File: src/inc/uef_pkg.sv
// shared constants and carrier types of the usb global event flag block
package uef_pkg;

  // register offsets on the special-function register port
  localparam logic [7:0] UEF_FLAGS_ADDR    = 8'hBD;
  localparam logic [7:0] UEF_ENABLES_ADDR  = 8'hBE;

  // reset values
  localparam logic [7:0] UEF_FLAGS_RESET   = 8'h00;
  localparam logic [7:0] UEF_ENABLES_RESET = 8'h10;

  // bit positions shared by the flag and enable registers
  localparam int UEF_BIT_WAKE      = 5;
  localparam int UEF_BIT_RESET_END = 4;
  localparam int UEF_BIT_FRAME     = 3;
  localparam int UEF_BIT_SUSPEND   = 0;

  // implemented bits; all others read as zero
  localparam logic [7:0] UEF_USED_MASK = 8'h39;

  // line states as {d_plus, d_minus}
  localparam logic [1:0] UEF_LINE_SE0 = 2'h0;
  localparam logic [1:0] UEF_LINE_J   = 2'h2;
  localparam logic [1:0] UEF_LINE_IDLE_RESET = 2'h2;

  // timing
  localparam longint UEF_CLK_HZ       = 64'd100_000_000;
  localparam longint UEF_FS_BIT_HZ    = 64'd12_000_000;
  localparam longint UEF_RESET_BITS   = 64'd32;
  localparam longint UEF_SUSPEND_MS   = 64'd3;
  // least time, rounded up
  localparam longint UEF_RESET_CYCLES =
    (UEF_RESET_BITS * UEF_CLK_HZ + UEF_FS_BIT_HZ - 64'd1) / UEF_FS_BIT_HZ;
  localparam longint UEF_SUSPEND_CYCLES = UEF_SUSPEND_MS * UEF_CLK_HZ / 64'd1000;

  // events reported by the line monitor; reset_end and suspend are one-cycle pulses, active is high in every cycle the line is not j
  typedef struct packed {
    logic reset_end;
    logic suspend;
    logic active;
  } uef_line_ev_type;

endpackage

File: src/rtl/uef_flags.sv
// usb global event flags, enables and shared usb interrupt
// Overview of operation
// - while suspended, bus activity not caused by own resume sets wake flag bit 5
// - wake flag drives the usb interrupt only when its enable is set
// - end of a detected bus reset sets reset-end flag bit 4
// - reset-end flag drives the interrupt only when its enable is set
// - each start-of-frame token sets frame-start flag bit 3
// - frame-start flag drives the interrupt only when its enable is set
// - flags stay set until software clears them; a new event wins over a clear
// - bus reset is single-ended zero for at least 32 full-speed bit times
module uef_flags #(
  parameter int RESET_CYCLES   = int'(uef_pkg::UEF_RESET_CYCLES),
  parameter int SUSPEND_CYCLES = int'(uef_pkg::UEF_SUSPEND_CYCLES)
) (
  // clock and reset
  input  wire logic       sys_clk_in,
  input  wire logic       rst_b_in,
  // register port
  input  wire logic [7:0] reg_addr_in,
  input  wire logic [7:0] reg_wdata_in,
  input  wire logic       reg_wr_in,
  input  wire logic       reg_rd_in,
  output logic      [7:0] reg_rdata_out,
  // usb lines and controller events
  input  wire logic       dp_in,
  input  wire logic       dm_in,
  input  wire logic       sof_pid_in,
  input  wire logic       upstream_resume_in,
  // status and interrupt
  output logic            suspended_out,
  output logic            usb_irq_out
);
  import uef_pkg::*;

  typedef struct packed {
    logic [7:0] flags;
    logic [7:0] enables;
    logic [7:0] rdata;
    logic       suspended;
    logic       irq;
  } uef_state_type;

  logic [1:0]      rst_sync_reg;
  logic            rst_b;
  uef_line_ev_type line_ev;
  uef_state_type   state_reg;
  uef_state_type   state_next;

  // reset release through two flops
  always_ff @(posedge sys_clk_in or negedge rst_b_in) begin
    if (!rst_b_in) begin
      rst_sync_reg <= 2'h0;
    end else begin
      rst_sync_reg <= {rst_sync_reg[0], 1'b1};
    end
  end

  assign rst_b = rst_sync_reg[1];

  uef_line_mon #(
    .RESET_CYCLES   (RESET_CYCLES),
    .SUSPEND_CYCLES (SUSPEND_CYCLES)
  ) u_line_mon (
    .clk_in   (sys_clk_in),
    .rst_b_in (rst_b),
    .dp_in    (dp_in),
    .dm_in    (dm_in),
    .ev_out   (line_ev)
  );

  function automatic logic [7:0] uef_bit(input int pos);
    uef_bit = 8'h01 << pos;
  endfunction

  logic [7:0] set_v;
  logic [7:0] clr_v;

  always_comb begin
    state_next       = state_reg;
    set_v            = 8'h00;
    clr_v            = 8'h00;
    state_next.rdata = 8'h00;
    // event sources
    if (state_reg.suspended && line_ev.active && !upstream_resume_in) begin
      set_v = set_v | uef_bit(UEF_BIT_WAKE);
    end
    if (line_ev.reset_end) begin
      set_v = set_v | uef_bit(UEF_BIT_RESET_END);
    end
    if (sof_pid_in) begin
      set_v = set_v | uef_bit(UEF_BIT_FRAME);
    end
    if (line_ev.suspend) begin
      set_v = set_v | uef_bit(UEF_BIT_SUSPEND);
    end
    // suspend state follows the bus
    if (line_ev.suspend) begin
      state_next.suspended = 1'b1;
    end else if (line_ev.active) begin
      state_next.suspended = 1'b0;
    end
    // register writes
    if (reg_wr_in && reg_addr_in == UEF_FLAGS_ADDR) begin
      clr_v = reg_wdata_in & UEF_USED_MASK;
    end
    if (reg_wr_in && reg_addr_in == UEF_ENABLES_ADDR) begin
      state_next.enables = reg_wdata_in & UEF_USED_MASK;
    end
    // set wins over a clear in the same cycle
    state_next.flags = ((state_reg.flags & ~clr_v) | set_v) & UEF_USED_MASK;
    // register reads, data valid in the next cycle only
    if (reg_rd_in && reg_addr_in == UEF_FLAGS_ADDR) begin
      state_next.rdata = state_reg.flags;
    end else if (reg_rd_in && reg_addr_in == UEF_ENABLES_ADDR) begin
      state_next.rdata = state_reg.enables;
    end
    // shared interrupt, each flag gated by its enable
    state_next.irq = |(state_next.flags & state_next.enables);
  end

  always_ff @(posedge sys_clk_in or negedge rst_b) begin
    if (!rst_b) begin
      state_reg         <= '0;
      state_reg.flags   <= UEF_FLAGS_RESET;
      state_reg.enables <= UEF_ENABLES_RESET;
    end else begin
      state_reg <= state_next;
    end
  end

  assign reg_rdata_out = state_reg.rdata;
  assign suspended_out = state_reg.suspended;
  assign usb_irq_out   = state_reg.irq;

endmodule

File: src/rtl/uef_line_mon.sv
// usb line monitor: pin synchroniser, bus reset and idle timers
module uef_line_mon #(
  parameter int RESET_CYCLES   = int'(uef_pkg::UEF_RESET_CYCLES),
  parameter int SUSPEND_CYCLES = int'(uef_pkg::UEF_SUSPEND_CYCLES)
) (
  // clock and reset
  input  wire logic                     clk_in,
  input  wire logic                     rst_b_in,
  // usb data lines
  input  wire logic                     dp_in,
  input  wire logic                     dm_in,
  // events
  output uef_pkg::uef_line_ev_type      ev_out
);
  import uef_pkg::*;

  localparam int SE0_W  = $clog2(RESET_CYCLES + 1);
  localparam int IDLE_W = $clog2(SUSPEND_CYCLES + 1);
  localparam logic [SE0_W-1:0]  SE0_LIMIT  = SE0_W'(RESET_CYCLES);
  localparam logic [IDLE_W-1:0] IDLE_LAST  = IDLE_W'(SUSPEND_CYCLES - 1);

  if (RESET_CYCLES < 1 || SUSPEND_CYCLES < 2) begin : g_bad
    $error("uef_line_mon: timing counts too small");
  end

  typedef struct packed {
    logic [1:0]        sync1;
    logic [1:0]        sync2;
    logic [1:0]        sync3;
    logic [1:0]        line;
    logic [SE0_W-1:0]  se0_cnt;
    logic [IDLE_W-1:0] idle_cnt;
    logic              susp_done;
    uef_line_ev_type   ev;
  } uef_mon_state_type;

  uef_mon_state_type state_reg;
  uef_mon_state_type state_next;

  always_comb begin
    state_next       = state_reg;
    state_next.ev    = '0;
    state_next.sync1 = {dp_in, dm_in};
    state_next.sync2 = state_reg.sync1;
    state_next.sync3 = state_reg.sync2;
    // accept a level once the last two stages agree
    if (state_reg.sync2 == state_reg.sync3) begin
      state_next.line = state_reg.sync3;
    end
    // single-ended zero length; end of a long one is end of reset
    if (state_reg.line == UEF_LINE_SE0) begin
      if (state_reg.se0_cnt != SE0_LIMIT) begin
        state_next.se0_cnt = state_reg.se0_cnt + 1'b1;
      end
    end else begin
      if (state_reg.se0_cnt == SE0_LIMIT) begin
        state_next.ev.reset_end = 1'b1;
      end
      state_next.se0_cnt = '0;
    end
    // idle time in j; any other line state is activity
    if (state_reg.line == UEF_LINE_J) begin
      if (state_reg.idle_cnt != IDLE_LAST) begin
        state_next.idle_cnt = state_reg.idle_cnt + 1'b1;
      end else if (!state_reg.susp_done) begin
        state_next.ev.suspend = 1'b1;
        state_next.susp_done  = 1'b1;
      end
    end else begin
      state_next.idle_cnt  = '0;
      state_next.susp_done = 1'b0;
      state_next.ev.active = 1'b1;
    end
  end

  always_ff @(posedge clk_in or negedge rst_b_in) begin
    if (!rst_b_in) begin
      state_reg       <= '0;
      state_reg.sync1 <= UEF_LINE_IDLE_RESET;
      state_reg.sync2 <= UEF_LINE_IDLE_RESET;
      state_reg.sync3 <= UEF_LINE_IDLE_RESET;
      state_reg.line  <= UEF_LINE_IDLE_RESET;
    end else begin
      state_reg <= state_next;
    end
  end

  assign ev_out = state_reg.ev;

endmodule

File: config.mk
export PLATFORM = sky130hd
export DESIGN_NAME = uef_flags
export DESIGN_NICKNAME = d
export VERILOG_FILES = /design/src/inc/uef_pkg.sv /design/src/rtl/uef_flags.sv /design/src/rtl/uef_line_mon.sv
export SDC_FILE = /design/constraint.sdc
export NUM_CORES = 1
export LEC_CHECK = 0
export ABC_CLOCK_PERIOD_IN_PS = 2300
export BUFFER_PORTS_ARGS = -buffer_cell sky130_fd_sc_hd__buf_2
export CAP_MARGIN = 20
export CORE_MARGIN = 10
export CORE_UTILIZATION = 54
export CTS_CLUSTER_SIZE = 40
export DETAILED_ROUTE_END_ITERATION = 12
export PLACE_DENSITY = 0.76
export SLEW_MARGIN = 20
export SYNTH_ARGS = -nofsm -noshare
export SYNTH_HDL_FRONTEND = slang
export SYNTH_SLANG_ARGS = --single-unit
File: constraint.sdc
create_clock -name sys_clk_in -period 2.3 [get_ports sys_clk_in]
set_input_delay 0 -clock sys_clk_in [delete_from_list [all_inputs] [get_ports sys_clk_in]]
set_output_delay 0 -clock sys_clk_in [all_outputs]
set_load 0.01 [all_outputs]
==> out/metrics.csv <==
metric,value,unit
hp-start,reg_addr_in[6],
relSlewSlack,56.6,%
ios,34,
r2r_end,u_line_mon.state_reg[7],
netlist_area,2490,µm²
crit_end,u_line_mon.state_reg[7],
die_area,7720,µm²
cts_sinks,56,
clock_path_buffers,2,
synth_top_area_share,51.3,%
ctsHtreeMaxLevel,2,
critPathKind,reg2reg,
hp-class,in2reg,
rsz0062_at_grt,no,
routedWlPerCell,13.6,µm
yosysMostFrequentCell,dfrtp_1,
insertion_delay,0.31,ns
synth_commonest_cells,"51 x dfrtp_1, 35 x nor2_1, 14 x xor2_1, 10 x nand3_1, 9 x xnor2_1",
chipHeight,87.9,µm
vias,1688,
p_comb_share,10.1,%
row_count,24,
initial_core_util,56.3,%
yosys.area.top_type,dfrtp_1,
grt_use_total,11.5,%
crit_family,simple AND/OR/NAND/NOR gates,
yosys.area_share.simple,19.5,%
power.share.sequential,59.7,%
hold_viol,0,
synth_edf_count,0,
fin_setup_tns,0,ns
area_growth,13.6,%
setup_viol,0,
grt_max_degree,55,
seqCellArea,1410,µm²
wl,4290,µm
pwr-share-clk,30.1,%
dp_cells,297,
p_leak,0.00128,µW
place_congestion,0.777,
worstMarginPinSlew,0.651,ns
first_iter_violations,78,
largest_reg_flops,33,
clock_skew,0.00962,ns
drive_gt1_share,20.9,%
place_hpwl,3020,µm
drv_slew,0,
powerDensity,639,nW/µm²
synth-compound-area-share,7.20,%
worstPathArrival,2.31,ns
cap_viol_max_count,0,
synth_top_family_by_area,simple AND/OR/NAND/NOR gates,
n_fill_cell,341,
worstPathRequired,2.49,ns
synthCells,227,
path_depth,5,
drt_pass1_iterations,4,
worst-r2r-cell-count,5,
slowest_stage,or4_4,
vias_per_cell,5.36,
die_w,87.9,µm
post_cts_buffers,0,
p_sw_share,26.2,%
synth_cell_types,45,
path_buf_inv,0,
grt_antenna_before_repair,0,
min_period,2.12,ns
synthAdderAreaFrac,1.01,%
rrSetupSlack,0.18,ns
cp-end-kind,flop,
drc,0,
port_buffers,25,
rr_startpoint,u_line_mon.state_reg[17],
cp_max_fo,5,
max_stage_delay,0.58,ns
dominantRegCellSynth,dfrtp_1,
synth.avg_cell_area,11.0,µm²
outcome,completed,
synthMuxAreaShare,3.07,%
grt_first_pass_wirelength,7180,µm
stdcell_count,315,
switching_power,473,µW
numCtsBuffers,5,
core_area,4410,µm²
yosys_warnings,0,
synth_seq_cells,56,
nets,288,
timing.fmax,473,MHz
ant_nets,0,
crit_start,u_line_mon.state_reg[17],
synth.area.top_cells,"dfrtp_1 51%, dfstp_2 5.3%, nor2_1 5.3%",
yosysSeqAreaShare,56.6,%
period_share,92.0,%
diodes,0,
grt_pass1_vias,1591,
start_kind,flop,
max-vdd-ir-drop,0.509,mV
cts_tree,done,
async_reset_ff_share,100,%
grt_overflow,0,
power.internal,1330,µW
path_clk_slew,0.10,ns
multiInputGateArea,985,µm²
worstPathCellList,or4b_1 -> or4_4 -> o2111ai_2 -> xor2_1 -> nor2_1,
synth_xor_area_share,8.10,%
cts_root_buf,clkbuf_8,
per-stage QoR:
step           util, %  power [µW]  hold slack (ns)  cell area [µm²]  setup slack, ns
4_1_cts           64.0        1820           0.0271             2830            0.186
2_1_floorplan        -        1220           -0.296             2500            0.321
5_1_grt           64.0        1900           0.0427             2830           0.0939
3_5_place_dp      59.6        1270           -0.214             2630            0.193
6_report          64.0        1810           0.0339             2830            0.184
3_3_place_gp      59.6        1260           -0.214             2630            0.239
tightest hold or removal path: stages:
cell	delay (ns)
buf_2	0.08
nand4b_1	0.17
nor2_1	0.07
cells in the final DEF (no fill, tap or decap), types with 3 or more instances in the layout:
master	n
nor2_1	35
dfrtp_1	50
nand3_1	10
nand2_1	7
nand2b_1	3
buf_2	25
conb_1	5
dlygate4sd3_1	10
buf_4	3
nand4_1	8
o21ai_0	4
nor2b_1	3
and3_1	3
inv_1	7
xor2_1	14
or2_2	3
clkbuf_8	5
mux2_2	5
xnor2_1	9
a21oi_1	7
dfstp_2	5
a22oi_1	5
worst min path at each step:
stage	end	slack, ns	depth (start not counted)
CTS	reg_rdata_out[0]	0.03	3
detailed placement	rst_sync_reg[0]	-0.21	1
global placement	rst_sync_reg[0]	-0.21	1
global route	reg_rdata_out[5]	0.04	3
floorplan	rst_sync_reg[0]	-0.30	0
finish	reg_rdata_out[3]	0.03	3
routing by layer:
layer	global-route usage (%)	up-vias	part of all wire, %
li1	-	838	-
met1	13.7	812	46
met2	18.3	31	45
met3	3.90	7	6.9
met4	5.07	0	1.7
met5	0	-	0
kinds of logic (layout without fill, tap and decap cells):
logic type               count (synthesis)  after routing
AND/OR/NAND/NOR                         90             90
multiplexers                             7              7
other                                    2              5
buffers and inverters                   20             53
flip-flops                              56             56
AO/OA/AOI/OAI                           27             27
XOR/XNOR                                23             23
adder cells (fa/ha/maj)                  2              2
timing repair:
action,CTS,global route
hold buffers,10,0
hold endpoints to repair,10,0
resized for setup,0,0
final cells by class:
cell class / count / share of cell area (%)
Sequential cell: 56 / 49.9
Multi-Input combinational cell: 154 / 34.9
Timing Repair Buffer: 38 / 8.77
Clock buffer: 5 / 2.44
Tap cell: 52 / 2.30
Inverter: 7 / 0.930
Clock inverter: 3 / 0.841
power groups by stage:
stage               registers, µW  clock network (µW)  logic [µW]
floorplan                    1100                   0         118
global placement             1100                   0         168
detailed placement           1100                   0         172
CTS                          1080                 558         186
global route                 1090                 603         213
finish                       1080                 544         183
No activity file was read; power rests on OpenSTA's default activity.
